**config.mk**
```make
export PLATFORM = sky130hd
export DESIGN_NAME = trbio_port
export DESIGN_NICKNAME = d
export VERILOG_FILES = /design/src/rtl/trbio_pkg.sv /design/src/rtl/trbio_sync.sv /design/src/rtl/trbio_port.sv
export SDC_FILE = /design/constraint.sdc
export NUM_CORES = 1
export LEC_CHECK = 0
export BUFFER_PORTS_ARGS = -buffer_cell sky130_fd_sc_hd__buf_2
export CORE_ASPECT_RATIO = 0.9
export CORE_MARGIN = 10
export CORE_UTILIZATION = 43
export DETAILED_ROUTE_END_ITERATION = 6
export PLACE_DENSITY = 0.84
export REMOVE_ABC_BUFFERS = 1
export SYNTH_ARGS = -nofsm -noshare
export SYNTH_HDL_FRONTEND = slang
export SYNTH_SLANG_ARGS = --single-unit
```
**constraint.sdc**
```tcl
create_clock -name i_mclk -period 1.7 [get_ports i_mclk]
set_input_delay 0.085 -clock i_mclk [delete_from_list [all_inputs] [get_ports i_mclk]]
set_output_delay 0.085 -clock i_mclk [all_outputs]
set_load 0.005 [all_outputs]
```
**src/rtl/trbio_pkg.sv**
```systemverilog
package trbio_pkg;
  localparam int unsigned TRBIO_ADDR_W  = 15;  // A0..A14
  localparam int unsigned TRBIO_SEL_W   = 12;  // A0..A11 select field
  localparam int unsigned TRBIO_BIT_W   = 3;   // A12..A14 bit field
  localparam int unsigned TRBIO_DATA_W  = 8;   // reader character width
  localparam int unsigned TRBIO_CTL_W   = 3;   // A0..A2 transfer code
  localparam logic [2:0]  TRBIO_CTL_XFER = 3'h0; // data transfer code
  localparam logic [2:0]  TRBIO_RUN_BIT  = 3'h0; // output bit of run latch
  localparam logic [11:0] TRBIO_BASE_DEF = 12'h100; // default block
  localparam logic [2:0]  TRBIO_SYNC_INIT = 3'h0;
  typedef enum logic [1:0] {
    TRBIO_IRQ_IDLE = 2'b01,
    TRBIO_IRQ_PEND = 2'b10
  } trbio_irq_t;
endpackage : trbio_pkg

```
**src/rtl/trbio_sync.sv**
```systemverilog
`timescale 1ns/1ps
// three-stage synchroniser; changes once stages two and three agree
module trbio_sync
  import trbio_pkg::*;
(
  input  wire logic i_mclk,    // system clock
  input  wire logic i_arst_n,  // async reset, active low
  input  wire logic i_async,   // pin level
  output logic      o_level    // filtered level
);
  logic [2:0] sh_r;

  // shift chain
  always_ff @(posedge i_mclk or negedge i_arst_n) begin
    if (!i_arst_n) begin
      sh_r <= TRBIO_SYNC_INIT;
    end else begin
      sh_r <= {sh_r[1:0], i_async};
    end
  end

  // accept a change only when stages two and three agree
  always_ff @(posedge i_mclk or negedge i_arst_n) begin
    if (!i_arst_n) begin
      o_level <= 1'b0;
    end else if (sh_r[1] == sh_r[2]) begin
      o_level <= sh_r[2];
    end
  end
endmodule : trbio_sync

```
**src/rtl/trbio_port.sv**
```systemverilog
`timescale 1ns/1ps
// tape reader port on the bit-addressed serial i/o bus
module trbio_port
  import trbio_pkg::*;
#(
  parameter logic [TRBIO_SEL_W-1:0] P_BASE = TRBIO_BASE_DEF
)(
  input  wire logic                    i_mclk,             // system clock
  input  wire logic                    i_arst_n,           // async reset
  input  wire logic [TRBIO_ADDR_W-1:0] i_addr,             // A0 is msb
  input  wire logic                    i_bitio_serial_out, // write data
  input  wire logic                    i_bitio_out_strobe, // output strobe
  input  wire logic                    i_sprocket,         // reader sprocket
  input  wire logic [TRBIO_DATA_W-1:0] i_reader_data_n,    // active low
  output logic                         o_bitio_serial_in,  // read data
  output logic                         o_bitio_serial_in_oe_n, // low: drive
  output logic                         o_reader_select_n,  // port select
  output logic                         o_reader_irq_n,     // interrupt
  output logic                         o_reader_run        // run command
);
  // read side is pure decode and mux; write side and interrupt are
  // clocked after the pin synchronisers
  logic [TRBIO_SEL_W-1:0]  sel_field;
  logic [TRBIO_BIT_W-1:0]  bit_idx;
  logic [TRBIO_CTL_W-1:0]  ctl_field;
  logic [TRBIO_DATA_W-1:0] data_pos;
  logic                    sel_hit;
  logic                    xfer_code;
  logic                    mux_bit;
  logic                    strobe_s;
  logic                    strobe_d_r;
  logic                    strobe_rise;
  logic                    write_hit;
  logic                    run_hit;
  logic                    run_nxt;
  logic                    spr_s;
  logic                    spr_d_r;
  logic                    spr_rise;
  logic                    irq_set;
  logic                    irq_clr;
  logic                    irq_n_nxt;
  trbio_irq_t              irq_st_r;
  trbio_irq_t              irq_st_nxt;

  // select field: A0-A11 sit at the top of i_addr
  function automatic logic [TRBIO_SEL_W-1:0] f_sel_field(
    input logic [TRBIO_ADDR_W-1:0] addr
  );
    return addr[TRBIO_ADDR_W-1 -: TRBIO_SEL_W];
  endfunction : f_sel_field

  // bit field: A12-A14 sit at the bottom of i_addr
  function automatic logic [TRBIO_BIT_W-1:0] f_bit_field(
    input logic [TRBIO_ADDR_W-1:0] addr
  );
    return addr[TRBIO_BIT_W-1:0];
  endfunction : f_bit_field

  // transfer code: A0-A2, the top three address bits
  function automatic logic [TRBIO_CTL_W-1:0] f_ctl_field(
    input logic [TRBIO_ADDR_W-1:0] addr
  );
    return addr[TRBIO_ADDR_W-1 -: TRBIO_CTL_W];
  endfunction : f_ctl_field

  // rising edge of a synchronised level against its history
  function automatic logic f_rise(
    input logic cur,
    input logic prev
  );
    return cur & ~prev;
  endfunction : f_rise

  // block decode against the port's base
  function automatic logic f_block_hit(
    input logic [TRBIO_ADDR_W-1:0] addr
  );
    return f_sel_field(addr) == P_BASE;
  endfunction : f_block_hit

  // pending test of the interrupt state
  function automatic logic f_pending(
    input trbio_irq_t st
  );
    return st == TRBIO_IRQ_PEND;
  endfunction : f_pending

  // address fields
  assign sel_field = f_sel_field(i_addr);
  assign bit_idx   = f_bit_field(i_addr);
  assign ctl_field = f_ctl_field(i_addr);

  // block decode over A0-A11
  assign sel_hit           = f_block_hit(i_addr);
  assign o_reader_select_n = ~sel_hit;

  // only the 000 code moves data; other codes write nothing
  assign xfer_code = (ctl_field == TRBIO_CTL_XFER);

  // per-line inversion: reader data is active low, the bus wants high
  genvar g;
  generate
    for (g = 0; g < TRBIO_DATA_W; g = g + 1) begin : g_inv
      assign data_pos[g] = ~i_reader_data_n[g];
    end
  endgenerate

  // read path is combinational so the bit settles within the second
  // clock of an input cycle; the driver is released when unselected
  assign mux_bit                = data_pos[bit_idx];
  assign o_bitio_serial_in_oe_n = ~sel_hit;
  assign o_bitio_serial_in      = sel_hit & mux_bit;

  // strobe and sprocket cross in from pins; a strobe shorter than
  // two clocks can be lost, so the bus side must widen it, and the
  // write costs about five clocks from the pin edge
  trbio_sync u_sync_strobe (
    .i_mclk   (i_mclk),
    .i_arst_n (i_arst_n),
    .i_async  (i_bitio_out_strobe),
    .o_level  (strobe_s)
  );
  trbio_sync u_sync_spr (
    .i_mclk   (i_mclk),
    .i_arst_n (i_arst_n),
    .i_async  (i_sprocket),
    .o_level  (spr_s)
  );

  // strobe history for edge detection
  always_ff @(posedge i_mclk or negedge i_arst_n) begin
    if (!i_arst_n) begin
      strobe_d_r <= 1'b0;
    end else begin
      strobe_d_r <= strobe_s;
    end
  end

  // sprocket history for edge detection
  always_ff @(posedge i_mclk or negedge i_arst_n) begin
    if (!i_arst_n) begin
      spr_d_r <= 1'b0;
    end else begin
      spr_d_r <= spr_s;
    end
  end

  // edges of the synchronised levels
  assign strobe_rise = f_rise(strobe_s, strobe_d_r);
  assign spr_rise    = f_rise(spr_s, spr_d_r);

  // address and data stand through the strobe, so sample them here
  assign write_hit = strobe_rise & sel_hit & xfer_code;
  assign run_hit   = write_hit & (bit_idx == TRBIO_RUN_BIT);

  // interrupt set and clear; a sprocket edge wins a same-cycle clear
  assign irq_set = spr_rise;
  assign irq_clr = write_hit & ~spr_rise;

  // run latch next value: only output bit 0 stores data, other
  // selected bits leave it alone but still clear the interrupt
  always_comb begin
    run_nxt = o_reader_run;
    if (run_hit) begin
      run_nxt = i_bitio_serial_out;
    end
  end

  // run latch register, cleared by reset
  always_ff @(posedge i_mclk or negedge i_arst_n) begin
    if (!i_arst_n) begin
      o_reader_run <= 1'b0;
    end else begin
      o_reader_run <= run_nxt;
    end
  end

  // interrupt state: idle until a sprocket edge, pending until a
  // selected output cycle
  always_comb begin
    irq_st_nxt = irq_st_r;
    case (irq_st_r)
      TRBIO_IRQ_IDLE: begin
        if (irq_set) irq_st_nxt = TRBIO_IRQ_PEND;
      end
      TRBIO_IRQ_PEND: begin
        if (irq_clr) begin
          irq_st_nxt = TRBIO_IRQ_IDLE;
        end
      end
      default: irq_st_nxt = TRBIO_IRQ_IDLE;
    endcase
  end

  always_ff @(posedge i_mclk or negedge i_arst_n) begin
    if (!i_arst_n) begin
      irq_st_r <= TRBIO_IRQ_IDLE;
    end else begin
      irq_st_r <= irq_st_nxt;
    end
  end

  // interrupt pin level, high whenever nothing is pending
  assign irq_n_nxt = ~f_pending(irq_st_nxt);

  // registered interrupt pin, high when idle
  always_ff @(posedge i_mclk or negedge i_arst_n) begin
    if (!i_arst_n) begin
      o_reader_irq_n <= 1'b1;
    end else begin
      o_reader_irq_n <= irq_n_nxt;
    end
  end
endmodule : trbio_port

```
## After elaboration in Yosys (flattened, before gate mapping)

Cells that the tools add are included.

| operators by class | value |
|---|---|
| muxes and demuxes | 5 |
| $lt $le $gt $ge | 1 |
| reductions and logical operators | 2 |
| bitwise operators | 20 |
| equality and inequality tests | 6 |

Operators by type and width:

| operator | number |
|---|---|
| 1-bit NOT | 13 |
| 12-bit by 9-bit == test with 1-bit output (second input constant) | 1 |
| 1-bit bitwise AND | 7 |
| 3-bit logical NOT | 2 |
| 2-bit == test (second input constant) | 2 |
| 3-bit by 4-bit < comparator with 1-bit output (second input constant) | 1 |
| 2-bit two-way mux | 2 |
| 2-bit one-hot mux with 2 select lines | 1 |
| 1-bit binary-select mux with 3-bit select | 1 |
| 1-bit == test | 2 |
| 2-bit by 1-bit == test with 1-bit output (second input constant) | 1 |
| 1-bit two-way mux | 1 |

| storage, ports and cells | value |
|---|---|
| logic and storage cells | 43 |
| register bits | 14 |
| output and inout bits | 5 |
| input port bits | 28 |

## Depth between registers and ports, before layout

| depth | value |
|---|---|
| depth after elaboration | 9 |
| depth in mapped cells | 5 |
| depth with buffers taken out | 5 |

## Modules after synthesis

A second synthesis with hierarchy kept.

| unflattened totals | value |
|---|---|
| cell total of the unflattened synthesis | 47 |
| area total of the unflattened synthesis | 641.9 um^2 |

By module, submodules not included:

| module | seq. area each (um^2) | instances | cells an instance | area each (um^2) |
|---|---|---|---|---|
| trbio_port | 152.6 | 1 | 37 | 419.2 |
| trbio_sync | 100.1 | 2 | 5 | 111.4 |

## Worst setup path after synthesis

Ideal clock, no wire load.

| path | value |
|---|---|
| kind | register -> register |
| start | register irq_st_r[0] |
| end | register o_reader_irq_n |
| setup slack | 0.168 ns |
| arrival | 1.438 ns |
| library setup time | 0.094 ns |
| path buffers | 0 |
| required time | 1.606 ns |
| stages on the path, launching flop included | 5 |
| period minus slack after synthesis | 1.532 ns |
| cells stage by stage | dfstp_2 -> inv_1 -> ha_1 -> o21bai_1 -> or4b_1 |

| between the ends | value |
|---|---|
| longest elaborated chain between the ends | 4 |
| elaborated cells on any way between the ends | 7 |
| those cells by class | eq/ne: 3; mux: 3; bitwise: 1 |

RTL lines:

| item | line | RTL |
|---|---|---|
| start: declaration | trbio_port.sv:42 | `trbio_irq_t irq_st_r;` |
| start signal: assignment | trbio_port.sv:199 | `irq_st_r <= irq_st_nxt;` |
| 2-bit == test (tied with other cells) | trbio_port.sv:182 | `case (irq_st_r)` |
| 2-bit one-hot mux with 2 select lines (*) | trbio_port.sv:182 |  |
| 2-bit == test (*) | trbio_port.sv:85 | `return st == TRBIO_IRQ_PEND;` |
| 1-bit NOT (*) | trbio_port.sv:204 | `assign irq_n_nxt = ~f_pending(irq_st_nxt);` |
| named net irq_n_nxt | trbio_port.sv:41 | `logic irq_n_nxt;` |
| end signal: assignment | trbio_port.sv:211 | `o_reader_irq_n <= irq_n_nxt;` |
| end: declaration | trbio_port.sv:18 | `output logic o_reader_irq_n,` |

Mark *: on every way through the listed nets, which the timed path passes. The rest lies on a longest branch.
A chain may end at the register's enable or synchronous reset.

## Worst setup path after layout

Ends and elaborated chain as after synthesis.

==> metrics.yaml <==
setup_path:
  critical_path_class: "reg -> reg"
  cp_max_fo: 2
  crit_required_ns: 1.90
  crit_chain: "inv_1 > ha_1 > o21bai_1 > or4b_1"
  slowest_stage: "dfstp_2"
  cp.arrival_ns: 1.79
  end_kind: "flip-flop"
  critical-path-max-stage-delay_ns: 0.54
  crit_path_start_kind: "flip-flop"
pwr:
  p_per_area_nw_per_um2: 961
  p_sw_mw: 0.235
  peakVddDrop_uv: 598
  swShare_pct: 27.1
  power.leakage_nw: 0.426
  power.internal_mw: 0.631
  p_total_mw: 0.867
  clockPowerShare_pct: 27.4
  pwr-share-seq_pct: 47.3
  share_comb_of_total_power_pct: 25.3
run:
  maxCapViolCount: 0
global_routing:
  grt_pass1_wl_mm: 2.37
  grt_max_degree: 15
  grt_overflow_total: 0
  grt_use_met1_pct: 8.80
  grt_util_met3_pct: 5.75
  grt-busiest-layer: "met2"
  antenna_found_initial: 0
  use_met2_pct: 14.2
  grt_use_total_pct: 9.00
  grt_pass1_vias: 526
detailed_routing:
  wirelength_mm: 1.46
  drtPass1Iterations: 2
  route.detailed.drc: 0
  drtAntennaViolNets: 0
  initialDrtViolationCount: 5
  wl_per_cell_um: 14.7
  avgViaCountPerCell: 5.17
  via_count: 512
clocking:
  ctsHtreeMaxLevel: 1
  cts_tree: "done"
  cts_buffers: 3
  clkTransAtPathRegs_ns: 0.09
  clkLatencyLatePin_ns: 0.28
  numClockSinks: 14
  cts_root_buffer: "clkbuf_4"
  clockBufferDepth: 2
  post-cts-setup-buffer-count: 0
sta:
  slew_viol_final: 0
  fin_crit_ns: 1.59
  setup_viol: 0
  timing_hold_violations_final: 0
  finalWorstSetupSlack_ns: 0.110
  slew_headroom_pct: 80.2
  rsz0062_at_grt: "false"
  tightest_slew_ns: 0.297
  setup_tns_ns: 0
  finClkSkew_ns: 0.00421
  fmax_mhz: 629
  period_share_pct: 93.5
place:
  gp_congestion: 0.731
  dp.cells: 92
  portBuffers: 32
  place_ws_ns: 0.124
yosys:
  yosysUniqueCellTypes: 24
  syn_area_per_cell_sq_um: 14.4
  syn_inst: 46
  yosysWarnings: 0
  ys_seq_elements: 14
  synth_area_sq_um: 664
  seq_area_frac_synth_pct: 53.1
floorplanning:
  placementRows: 13
  floorplan.die_area_sq_um: 3520
  die_h_um: 57.3
  die_x_um: 61.4
  fp.coreArea_sq_um: 1450
  start_util_pct: 45.9
  ios: 33
layout:
  drive_above_1_share_pct: 56.0
  num_antenna_cells: 0
  syn_to_final_growth_pct: 35.8
  final_core_util_pct: 62.3
  layout.cells.non_filler: 99
  nets: 115
run_status:
  status: "complete, no violations"
hold_path:
  min_path_type: "in -> reg"
-- final timing paths --
| path | startpoint | endpoint | slack (ns) | cells past startpoint |
|---|---|---|---|---|
| worst max-delay path | irq_st_r[0] | o_reader_irq_n | 0.11 | 4 |
| worst min-delay path | i_bitio_serial_out | o_reader_run | 0.04 | 2 |
| worst max register to register | irq_st_r[0] | o_reader_irq_n | 0.11 | 4 |
| worst min register to register | u_sync_strobe.sh_r[0] | u_sync_strobe.sh_r[1] | 0.35 | 0 |
| max in group asynchronous | i_arst_n | irq_st_r[0] | 1.21 | 2 |
| min in group asynchronous | i_arst_n | o_reader_run | 0.21 | 2 |
-- power by group through the flow --
stage	Combinational [mW]	Clock [mW]	Sequential, mW
4_1_cts	0.219	0.249	0.410
3_3_place_gp	0.203	0	0.415
5_1_grt	0.249	0.269	0.414
3_5_place_dp	0.213	0	0.417
2_1_floorplan	0.137	0	0.413
6_report	0.219	0.237	0.410
-- flip-flops by register name, summed over array words and instances, names as in the netlist --
name / cells
o_reader_irq_n: 1
strobe_d_r: 1
u_sync_strobe.sh_r: 3
o_reader_run: 1
u_sync_spr.o_level: 1
irq_st_r: 2
u_sync_spr.sh_r: 3
spr_d_r: 1
u_sync_strobe.o_level: 1
-- cell families after synthesis --
family	synth area share [%]
flip-flops	53.1
buffers and inverters	2.83
AND/OR/NAND/NOR	21.3
multiplexers	9.04
adder cells (fa/ha/maj)	6.78
AO/OA/AOI/OAI	6.97
-- layer usage --
layer	up-vias	share of wire [%]
li1	242	-
met1	251	39
met2	19	47
met3	0	14
met4	0	0
met5	-	0
-- repair_timing --
item                                    4_1_cts  5_1_grt
hold endpoints to repair                     16        0
hold buffers                                  3        0
gates resized for setup                       0        0
endpoints found under the setup margin        0        0
-- cells in the mapped netlist --
cell      instances  area [sq um]
dfrtp_1          12           300
inv_1             3          11.3
dfstp_2           2          52.6
ha_1              2          25.0
maj3_1            2          20.0
mux4_2            2          45.0
nand2b_1          2          12.5
nand3_1           2          10.0
nor2_1            2          7.51
nor2b_1           2          12.5
nor4_4            2          42.5
a211oi_2          1          12.5
a21boi_0          1          7.51
a21oi_1           1          5.00
a31oi_1           1          6.26
and4_4            1          11.3
buf_4             1          7.51
mux2_4            1          15.0
nand2_2           1          6.26
nor3_1            1          5.00
nor4b_4           1          23.8
o21a_1            1          7.51
o21bai_1          1          7.51
or4b_1            1          10.0
-- stage by stage --
stage | area (sq um) | hold WS [ns]
floorplan | 657 | -0.211
CTS | 902 | 0.0269
detailed placement | 836 | -0.0131
finish | 902 | 0.0398
global route | 902 | 0.0143
global placement | 836 | -0.0161
-- placed cells by master, fill, tap and decap left out --
master / netlist / layout
nand3_1: 2 / 2
dfrtp_1: 12 / 12
or4b_1: 1 / 1
mux2_4: 1 / 1
mux4_2: 2 / 2
nand2b_1: 2 / 2
buf_2: 0 / 32
a21oi_1: 1 / 1
nand2_2: 1 / 1
nor2_1: 2 / 2
dfstp_2: 2 / 2
nor4_4: 2 / 2
o21a_1: 1 / 1
a21boi_0: 1 / 1
nor4b_4: 1 / 1
and4_4: 1 / 1
maj3_1: 2 / 2
a31oi_1: 1 / 1
clkbuf_8: 0 / 1
nor3_1: 1 / 1
o21bai_1: 1 / 1
ha_1: 2 / 2
inv_1: 3 / 3
a211oi_2: 1 / 1
dlygate4sd3_1: 0 / 3
nor2b_1: 2 / 2
clkbuf_4: 0 / 3
-- critical path, delay by kind of cell, from the launching register on --
kind	cells	cell delay [ns]
fa+ha+maj	1	0.30
compound gates	1	0.16
simple gates	1	0.47
buf+inv	1	0.05
flops	1	0.54
-- layout make-up --
class / instances / area, sq um
inverters: 3 / 11.3
repair buffers: 35 / 190
flip-flops and latches: 14 / 353
multi-input cells: 28 / 293
clock buffers: 4 / 36.3
fillers: 115 / 546
well taps: 15 / 18.8
Power figures use the tool's default switching activity.
